File: src/inc/pjafm_pkg.sv
package pjafm_pkg;

  localparam int PIN_COUNT = 7;
  localparam int PLANE_LINES = 40;
  localparam int ADDR_W = 4;
  localparam int DATA_W = 8;
  localparam int SYNC_STAGES = 3;

  // register offsets
  localparam logic [3:0] ADDR_CTRL = 4'h0;
  localparam logic [3:0] ADDR_MASK = 4'h1;
  localparam logic [3:0] ADDR_PIN_STAT = 4'h2;
  localparam logic [3:0] ADDR_OVR_STAT = 4'h3;
  localparam logic [3:0] ADDR_LINK_STAT = 4'h4;

  // control register field positions
  localparam int CTRL_LCD_EN_BIT = 0;
  localparam int CTRL_LCD_PM_BIT = 1;
  localparam int CTRL_PCG_EN0_BIT = 2;
  localparam int CTRL_PUD_BIT = 3;
  localparam int CTRL_W = 4;

  // values after reset
  localparam logic [3:0] CTRL_RESET = 4'h0;
  localparam logic [6:0] MASK_RESET = 7'h00;
  localparam logic [7:0] RDATA_RESET = 8'h00;

  // pin n is pin-change source PCINT_BASE + n
  localparam int PCINT_BASE = 24;
  // front-plane line taken by pin n, index 0 is bit 0
  localparam int PLANE_MAP [0:6] = '{35, 34, 31, 30, 29, 28, 27};

  // fixed override values while the lcd owns the pins
  localparam logic PU_OVR_VAL = 1'b0;
  localparam logic DIR_OVR_VAL = 1'b0;
  localparam logic PV_OVR_EN = 1'b0;
  localparam logic PV_OVR_VAL = 1'b0;
  localparam logic IE_OVR_VAL = 1'b1;

  typedef struct packed {
    logic global_pullup_disable;
    logic pin_change_group_enable_0;
    logic lcd_power_mode;
    logic lcd_enable;
  } pjafm_ctrl_t;

  typedef struct packed {
    logic [6:0] drive_en;
    logic [6:0] drive_val;
    logic [6:0] pullup_en;
  } pjafm_pad_t;

  typedef struct packed {
    logic [6:0] pullup_override_enable;
    logic [6:0] pullup_override_value;
    logic [6:0] direction_override_enable;
    logic [6:0] direction_override_value;
    logic [6:0] port_value_override_enable;
    logic [6:0] port_value_override_value;
    logic [6:0] input_enable_override_enable;
    logic [6:0] input_enable_override_value;
  } pjafm_ovr_t;

endpackage

File: src/hw/pjafm_sync.sv
`timescale 1ns/1ns
module pjafm_sync #(
  parameter int WIDTH = 7
) (
  input wire logic ref_clk,
  input wire logic rst,
  input wire logic [WIDTH-1:0] async_in,
  output logic [WIDTH-1:0] stable_out
);

  logic [WIDTH-1:0] s1_reg;
  logic [WIDTH-1:0] s2_reg;
  logic [WIDTH-1:0] s3_reg;

  // s1 feeds only s2 to keep metastability contained
  always_ff @(posedge ref_clk or posedge rst) begin
    if (rst) begin
      s1_reg <= '0;
      s2_reg <= '0;
      s3_reg <= '0;
    end else begin
      s1_reg <= async_in;
      s2_reg <= s1_reg;
      s3_reg <= s2_reg;
    end
  end

  // a change counts once stages two and three agree
  genvar i;
  generate
    for (i = 0; i < WIDTH; i++) begin : g_bit
      always_ff @(posedge ref_clk or posedge rst) begin
        if (rst) begin
          stable_out[i] <= 1'b0;
        end else if (s2_reg[i] == s3_reg[i]) begin
          stable_out[i] <= s3_reg[i];
        end
      end
    end
  endgenerate

endmodule

File: src/hw/pjafm_mux.sv
`timescale 1ns/1ns
module pjafm_mux #(
  parameter int PINS = pjafm_pkg::PIN_COUNT
) (
  input wire logic ref_clk,
  input wire logic rst,
  input wire logic [3:0] reg_addr,
  input wire logic [7:0] reg_wdata,
  input wire logic reg_wr,
  input wire logic reg_rd,
  output logic [7:0] reg_rdata,
  input wire logic [6:0] port_dir,
  input wire logic [6:0] port_out,
  input wire logic [6:0] port_input_enable,
  input wire logic [6:0] pad_in,
  input wire logic [39:0] lcd_front_plane_out,
  output pjafm_pkg::pjafm_pad_t pad,
  output pjafm_pkg::pjafm_ovr_t ovr,
  output logic [6:0] analog_pin_link,
  output logic [6:0] analog_link_en,
  output logic [6:0] digital_in,
  output logic [6:0] pin_change_src
);

  pjafm_pkg::pjafm_ctrl_t ctrl_reg;
  logic [6:0] mask_reg;
  logic [6:0] pin_stable;
  logic [6:0] ie_oe;
  logic [6:0] din_next;
  logic [7:0] rdata_next;

  pjafm_sync #(
    .WIDTH(PINS)
  ) u_sync (
    .ref_clk(ref_clk),
    .rst(rst),
    .async_in(pad_in),
    .stable_out(pin_stable)
  );

  // control and mask registers
  always_ff @(posedge ref_clk or posedge rst) begin
    if (rst) begin
      ctrl_reg <= pjafm_pkg::CTRL_RESET;
    end else if (reg_wr && reg_addr == pjafm_pkg::ADDR_CTRL) begin
      ctrl_reg.lcd_enable <= reg_wdata[pjafm_pkg::CTRL_LCD_EN_BIT];
      ctrl_reg.lcd_power_mode <= reg_wdata[pjafm_pkg::CTRL_LCD_PM_BIT];
      ctrl_reg.pin_change_group_enable_0 <= reg_wdata[pjafm_pkg::CTRL_PCG_EN0_BIT];
      ctrl_reg.global_pullup_disable <= reg_wdata[pjafm_pkg::CTRL_PUD_BIT];
    end
  end

  always_ff @(posedge ref_clk or posedge rst) begin
    if (rst) begin
      mask_reg <= pjafm_pkg::MASK_RESET;
    end else if (reg_wr && reg_addr == pjafm_pkg::ADDR_MASK) begin
      mask_reg <= reg_wdata[6:0];
    end
  end

  // read data stand one cycle, zero otherwise and for unmapped offsets
  always_comb begin
    rdata_next = pjafm_pkg::RDATA_RESET;
    if (reg_rd) begin
      unique case (reg_addr)
        pjafm_pkg::ADDR_CTRL: rdata_next = {4'h0, ctrl_reg.global_pullup_disable,
            ctrl_reg.pin_change_group_enable_0, ctrl_reg.lcd_power_mode, ctrl_reg.lcd_enable};
        pjafm_pkg::ADDR_MASK: rdata_next = {1'b0, mask_reg};
        pjafm_pkg::ADDR_PIN_STAT: rdata_next = {1'b0, digital_in};
        pjafm_pkg::ADDR_OVR_STAT: rdata_next = {1'b0, ovr.input_enable_override_enable};
        pjafm_pkg::ADDR_LINK_STAT: rdata_next = {1'b0, analog_pin_link};
        default: rdata_next = pjafm_pkg::RDATA_RESET;
      endcase
    end
  end

  always_ff @(posedge ref_clk or posedge rst) begin
    if (rst) begin
      reg_rdata <= pjafm_pkg::RDATA_RESET;
    end else begin
      reg_rdata <= rdata_next;
    end
  end

  genvar i;
  generate
    for (i = 0; i < PINS; i++) begin : g_pin
      assign ie_oe[i] = mask_reg[i] & ctrl_reg.pin_change_group_enable_0 &
                        ctrl_reg.lcd_enable & ctrl_reg.lcd_power_mode;
      // input kept alive while overridden so pin changes still wake the part
      assign din_next[i] = (ie_oe[i] ? pjafm_pkg::IE_OVR_VAL : port_input_enable[i]) &
                           pin_stable[i];

      always_ff @(posedge ref_clk or posedge rst) begin
        if (rst) begin
          pad.drive_en[i] <= 1'b0;
          pad.drive_val[i] <= 1'b0;
        end else begin
          pad.drive_en[i] <= ctrl_reg.lcd_enable ? pjafm_pkg::DIR_OVR_VAL : port_dir[i];
          pad.drive_val[i] <= port_out[i];
        end
      end

      always_ff @(posedge ref_clk or posedge rst) begin
        if (rst) begin
          pad.pullup_en[i] <= 1'b0;
        end else if (ctrl_reg.lcd_enable || ctrl_reg.global_pullup_disable) begin
          pad.pullup_en[i] <= pjafm_pkg::PU_OVR_VAL;
        end else begin
          pad.pullup_en[i] <= ~port_dir[i] & port_out[i];
        end
      end

      always_ff @(posedge ref_clk or posedge rst) begin
        if (rst) begin
          ovr.pullup_override_enable[i] <= 1'b0;
          ovr.pullup_override_value[i] <= 1'b0;
          ovr.direction_override_enable[i] <= 1'b0;
          ovr.direction_override_value[i] <= 1'b0;
          ovr.port_value_override_enable[i] <= 1'b0;
          ovr.port_value_override_value[i] <= 1'b0;
          ovr.input_enable_override_enable[i] <= 1'b0;
          ovr.input_enable_override_value[i] <= 1'b0;
        end else begin
          ovr.pullup_override_enable[i] <= ctrl_reg.lcd_enable;
          ovr.pullup_override_value[i] <= pjafm_pkg::PU_OVR_VAL;
          ovr.direction_override_enable[i] <= ctrl_reg.lcd_enable;
          ovr.direction_override_value[i] <= pjafm_pkg::DIR_OVR_VAL;
          ovr.port_value_override_enable[i] <= pjafm_pkg::PV_OVR_EN;
          ovr.port_value_override_value[i] <= pjafm_pkg::PV_OVR_VAL;
          ovr.input_enable_override_enable[i] <= ie_oe[i];
          ovr.input_enable_override_value[i] <= pjafm_pkg::IE_OVR_VAL;
        end
      end

      always_ff @(posedge ref_clk or posedge rst) begin
        if (rst) begin
          analog_pin_link[i] <= 1'b0;
          analog_link_en[i] <= 1'b0;
          digital_in[i] <= 1'b0;
          pin_change_src[i] <= 1'b0;
        end else begin
          analog_pin_link[i] <= lcd_front_plane_out[pjafm_pkg::PLANE_MAP[i]];
          analog_link_en[i] <= ctrl_reg.lcd_enable;
          digital_in[i] <= din_next[i];
          pin_change_src[i] <= din_next[i];
        end
      end
    end
  endgenerate
endmodule

File: config.mk
export PLATFORM = sky130hd
export DESIGN_NAME = pjafm_mux
export DESIGN_NICKNAME = d
export VERILOG_FILES = /design/src/inc/pjafm_pkg.sv /design/src/hw/pjafm_sync.sv /design/src/hw/pjafm_mux.sv
export SDC_FILE = /design/constraint.sdc
export NUM_CORES = 1
export LEC_CHECK = 0
export BUFFER_PORTS_ARGS = -buffer_cell sky130_fd_sc_hd__buf_4
export CORE_ASPECT_RATIO = 0.75
export CORE_MARGIN = 2
export CORE_UTILIZATION = 40
export DETAILED_ROUTE_END_ITERATION = 6
export PLACE_DENSITY = 0.75
export SYNTH_ARGS = -nofsm -noshare
export SYNTH_HDL_FRONTEND = slang
export SYNTH_SLANG_ARGS = --single-unit
File: constraint.sdc
create_clock -name ref_clk -period 3 [get_ports ref_clk]
set_input_delay 0.6 -clock ref_clk [delete_from_list [all_inputs] [get_ports ref_clk]]
set_output_delay 0.6 -clock ref_clk [all_outputs]
set_load 0.03 [all_outputs]
==> results of run 1 <==
==> through the flow <==
| step | util (%) | cell area [sq um] | cells | power (mW) |
|---|---|---|---|---|
| 6_report | 54.00 | 4624 | 472 | 3.221 |
| 5_1_grt | 54.00 | 4624 | 472 | 3.366 |
| 4_1_cts | 54.00 | 4624 | 472 | 3.265 |
| 3_5_place_dp | 50.58 | 4332 | 458 | 2.162 |
| 3_3_place_gp | 50.58 | 4332 | 458 | 2.146 |
| 2_1_floorplan | - | 3672 | 283 | 1.992 |
==> power breakdown <==
group	leakage, nW	internal, mW	switching, mW	total [mW]
combinational	1.09	0.283	0.445	0.729
sequential	1.12	1.32	0.0835	1.40
clock	0.137	0.659	0.430	1.09
total	2.35	2.26	0.959	3.22
==> placed cells by master, fill, tap and decap left out, types with 7 or more instances in the layout <==
| cell | n |
|---|---|
| o21a_1 | 7 |
| conb_1 | 30 |
| clkbuf_16 | 9 |
| and2_1 | 7 |
| buf_4 | 133 |
| dfrtp_1 | 90 |
| maj3_1 | 7 |
| nor2b_1 | 7 |
| mux2_4 | 8 |
| nor3b_1 | 7 |
| mux2_2 | 9 |
==> routing by layer <==
layer | track usage (%) | vias up | wire length [microns]
met5 | 0 | - | 0
met1 | 17.98 | 992 | 2794
met3 | 8.481 | 8 | 951
met4 | 5.100 | 0 | 70
li1 | - | 970 | -
met2 | 22.59 | 111 | 3155
==> area by class of cell <==
| type | count | area (sq um) |
|---|---|---|
| Clock buffer | 10 | 239.0 |
| Clock inverter | 4 | 53.80 |
| Fill cell | 714 | 3939 |
| Inverter | 1 | 5.005 |
| Multi-Input combinational cell | 125 | 920.9 |
| Sequential cell | 90 | 2252 |
| Tap cell | 108 | 135.1 |
| Timing Repair Buffer | 134 | 1018 |
==> how the worst min path moves through the flow <==
stage,startpoint,endpoint,slack (ns),cells after the start
detailed placement,u_sync.s1_reg[1]$_DFF_PP0_,u_sync.s2_reg[1]$_DFF_PP0_,0.34,0
floorplan,u_sync.s1_reg[0]$_DFF_PP0_,u_sync.s2_reg[0]$_DFF_PP0_,0.33,0
CTS,u_sync.s1_reg[1]$_DFF_PP0_,u_sync.s2_reg[1]$_DFF_PP0_,0.35,0
global route,u_sync.s1_reg[1]$_DFF_PP0_,u_sync.s2_reg[1]$_DFF_PP0_,0.35,0
global placement,u_sync.s1_reg[0]$_DFF_PP0_,u_sync.s2_reg[0]$_DFF_PP0_,0.33,0
finish,u_sync.s1_reg[1]$_DFF_PP0_,u_sync.s2_reg[1]$_DFF_PP0_,0.35,0
==> cells by family (layout without fill, tap and decap cells) <==
group	count (synthesis)	in the layout	synth area share [%]
muxes	22	22	7.787
DFF	90	90	63.14
AOI/OAI and AO/OA	21	21	3.788
other	2	30	0.2105
buffers and inverters	68	149	13.99
and+or+nand+nor	45	45	9.119
adders and majority gates	7	7	1.964
==> reports/qor.csv, run 1 <==
metric,value,unit
Pwr Density,696.6,nW/um^2
post-CTS setup buffer count,0,
DRC,11,
Leak Pwr,2.346,nW
Ys Warns,0,
pin count of the biggest net entering global routing,47,
gpl congestion,0.7789,
grt ovf,0,
max cap viols,0,
clock latency on the worst-skew pair,0.33,ns
DRT iter0 DRCs,96,
"CP delay by family, top",flip-flops,
Die Y,85.78,microns
Core ar.,8563,sq um
starting density of the core,41.66,%
PortBufs,133,
CTS tree,done,
Crit path buffers/inverters,1,
Setup TNS,0,ns
GRT Resource Usage Total,14.89,%
Final Setup Violations,0,
share of the yosys chip area belonging to registers,63.14,%
Post-Synthesis Cells,255,
remaining antenna violation count,0,
Num CTS Buffers,9,
crit share post-route,62.53,%
clock sink count,90,
CTS resizes,0,
clock root buffer master,clkbuf_16,
CP Depth,1,
violated checks,DRC,
worst slack at placement,1.267,ns
CP endpoint,analog_link_en[5],
DRT Pass-1 Iters,6,
status,"complete, but fails checks",
Main synth FF type,dfrtp_1,
initial antenna violation count,0,
CTS Hold Buffers Added,0,
Synth top area share,63.14,%
Min-Delay Path Class,reg -> reg,
Synth top cells by count,"dfrtp_1, buf_4, mux2_2",
via count,2081,
FF-to-FF Start,ctrl_reg[0]$_DFFE_PP0P_,
Reg2Reg Setup Slack,1.60,ns
worst-path cell chain,buf_4,
fin. max-slew vios,0,
ANT cells,0,
CP startpoint,analog_link_en[5]$_DFF_PP0_,
Crit path largest cell delay,0.68,ns
CP max FO,21,
Clock Skew,0.002908,ns
worst vdd ir,0.0004237,V
Syn Area/Cell,13.99,sq um
max FFs per register,21,
fin crit period,1.876,ns
Netlist Area Pre-Place,3567,sq um
largest area contributor in the netlist,dfrtp_1,
Worst path slowest cell,dfrtp_1,
#FFs+latches synth,90,
# IOs,197,
worst setup margin,1.124,ns
vias in the first global route,2116,
Total Wirelength,6971,microns
Fin. Hold Viols,0,
RSZ-0062 raised after global routing,no,
max_slew headroom,50.93,%
crit path DAT,1.28,ns
share of cells above drive strength 1,46.70,%
Synth cell types,32,
Worst EP required,2.40,ns
maximum clock path buffer count,2,
die area,9697,sq um
reg2reg end,pin_change_src[1]$_DFF_PP0_,
hpwl dp,5305,microns
global-route wire length before repair,10840,microns
Max Clock Freq,533.1,MHz
H-tree levels,3,
Layout area overhead,29.64,%
nets,445,
async set-reset flop share out of synthesis,100.0,%
hold slack,0.3475,ns
worst slew pin tran,0.7352,ns
top-count cell post-synth,dfrtp_1,
critical path class,reg -> out,
CP endpoint kind,output port,
via/cell ratio,4.409,
detailed-route wire length per cell,14.77,microns
die width,113.0,microns
most area-consuming cells after synthesis,"dfrtp_1, buf_4, mux2_4",
R2R cell count,3,
"Reg clk slew, reported paths",0.06,ns
cell row count,29,
Worst setup SP type,register,
Post-synth EDFFs,0,
(Power assumes the default switching activity.)
==> inputs of run 2 (changes only) <==
CORE_UTILIZATION = 44   (was 40)
PLACE_DENSITY = 0.78   (was 0.75)
clock period = 2 ns   (was 3 ns; I/O delays follow)
==> run 2 against run 1 <==
The flow now finishes without violations. Cell area shrank 2.1%. Core utilization grew 3.5 points. First-iteration DRC count grew 17%. Cell count is the same. Clock-buffer cell count is the same. Clock power grew 8%. Sequential power grew 49%. Hold slack lost 0.20 ns. Largest power group unchanged.
==> reports/qor.csv, run 2 (synthesized netlist as in run 1, its figures left out) <==
metric,value,unit,change
Worst setup SP type,register,,
Total Wirelength,6867,microns,-1.5%
fin. max-slew vios,0,,unchanged
CP Depth,1,,unchanged
Final Setup Violations,0,,unchanged
Num CTS Buffers,9,,unchanged
GRT Resource Usage Total,16.38,%,+1.5 points
cell row count,28,,-3.4%
Clock Skew,0.01009,ns,+0.007180 ns
Worst EP required,1.60,ns,-0.80 ns
Pwr Density,968.1,nW/um^2,+39%
worst setup margin,0.2351,ns,-0.8890 ns
crit path DAT,1.36,ns,+0.08 ns
crit share post-route,88.25,%,
via/cell ratio,4.458,,+1.1%
worst vdd ir,0.0005445,V,+28%
vias in the first global route,2082,,-1.6%
worst hold path startpoint,pad_in[1],,
clock sink count,90,,unchanged
worst slack at placement,0.4714,ns,-0.7954 ns
worst slew pin tran,0.6028,ns,-0.1324 ns
grt ovf,0,,unchanged
R2R cell count,3,,unchanged
RSZ-0062 raised after global routing,no,,
Max Clock Freq,566.6,MHz,
max_slew headroom,59.81,%,+8.9 points
CP max FO,21,,unchanged
Min-Delay Path Class,in -> reg,,
die width,108.0,microns,-4.5%
Fin. Hold Viols,0,,unchanged
Core ar.,7883,sq um,-7.9%
Worst path slowest cell,dfrtp_1,,
initial antenna violation count,0,,unchanged
CTS Hold Buffers Added,0,,unchanged
max FFs per register,21,,unchanged
Crit path buffers/inverters,1,,unchanged
clock latency on the worst-skew pair,0.35,ns,+0.02 ns
global-route wire length before repair,10760,microns,-0.76%
"Reg clk slew, reported paths",0.10,ns,+0.04 ns
hpwl dp,4960,microns,-6.5%
most frequent cells in the layout,"buf_4, dfrtp_1, conb_1",,
DRC,0,,-11
clock root buffer master,clkbuf_8,,
Setup TNS,0,ns,unchanged
max cap viols,0,,unchanged
starting density of the core,45.25,%,+3.6 points
fillers,648,,-9.2%
fin crit period,1.765,ns,
"CP delay by family, top",flip-flops,,
CTS resizes,0,,unchanged
"commonest non-fill, non-tap cell in the layout",buf_4,,
detailed-route wire length per cell,14.55,microns,-1.5%
# IOs,197,,unchanged
gpl congestion,0.7552,,-3.0%
maximum clock path buffer count,2,,unchanged
Leak Pwr,2.307,nW,-1.7%
post-CTS setup buffer count,0,,unchanged
DRT Pass-1 Iters,4,,-2
Die Y,81.98,microns,-4.4%
FF-to-FF Start,ctrl_reg[0]$_DFFE_PP0P_,,
remaining antenna violation count,0,,unchanged
WHS Path Cells,1,,+1
H-tree levels,3,,unchanged
share of cells above drive strength 1,47.14,%,+0.44 points
CP endpoint kind,output port,,
Crit path largest cell delay,0.74,ns,+0.06 ns
ANT cells,0,,unchanged
pin count of the biggest net entering global routing,91,,+94%
via count,2104,,+1.1%
PortBufs,133,,unchanged
Layout area overhead,26.97,%,
nets,446,,+0.22%
CTS tree,done,,
status,"complete, no violations",,
worst-path cell chain,buf_4,,
die area,8851,sq um,-8.7%
DRT iter0 DRCs,112,,+17%
critical path class,reg -> out,,
CP startpoint,analog_link_en[5]$_DFF_PP0_,,
-- run 2: metrics by stage --
stage | cells | cell area (sq um) | hold slack, ns | utilization, % | power, mW
6_report | 472 | 4529 | 0.1480 | 57.46 | 4.385
5_1_grt | 472 | 4529 | 0.1153 | 57.46 | 4.608
4_1_cts | 472 | 4529 | 0.1306 | 57.46 | 4.442
3_5_place_dp | 456 | 4338 | 0.3356 | 55.03 | 3.252
3_3_place_gp | 456 | 4338 | 0.3331 | 55.03 | 3.223
2_1_floorplan | 283 | 3676 | 0.3312 | - | 2.989
-- run 2: cell type report --
class / instances / area, sq um / area share [%]
timing repair buffer: 135 / 1026 / 22.65
multi-input combinational: 125 / 920.9 / 20.33
sequential: 90 / 2252 / 49.72
clock inverter: 6 / 53.80 / 1.188
inverter: 1 / 7.507 / 0.1657
tap: 105 / 131.4 / 2.901
clock buffer: 10 / 137.6 / 3.039
-- run 2: path summary, 6_finish.rpt --
kind | end | slack, ns
worst max-delay path | analog_link_en[0] | 0.24
worst min-delay path | u_sync.s1_reg[1]$_DFF_PP0_ | 0.15
worst max register to register | pad[1]$_DFF_PP0_ | 0.71
worst min register to register | u_sync.s2_reg[6]$_DFF_PP0_ | 0.36
max in group asynchronous | mask_reg[5]$_DFFE_PP0P_ | 1.46
min in group asynchronous | pad[9]$_DFF_PP0_ | 0.17
-- run 2: report_power, final --
| part | switching (mW) | total [mW] | leakage (nW) | internal, mW |
|---|---|---|---|---|
| Clock | 0.669 | 1.18 | 0.0962 | 0.512 |
| Sequential | 0.116 | 2.09 | 1.12 | 1.98 |
| Combinational | 0.680 | 1.11 | 1.09 | 0.431 |
| Total | 1.46 | 4.38 | 2.31 | 2.92 |
-- run 2: per-layer routing --
| layer | vias up | GRT usage, % | share of wire [%] |
|---|---|---|---|
| li1 | 971 | - | - |
| met1 | 1022 | 21.82 | 43 |
| met2 | 105 | 25.09 | 47 |
| met3 | 6 | 6.746 | 9.6 |
| met4 | 0 | 4.231 | 0.74 |
| met5 | - | 0 | 0 |
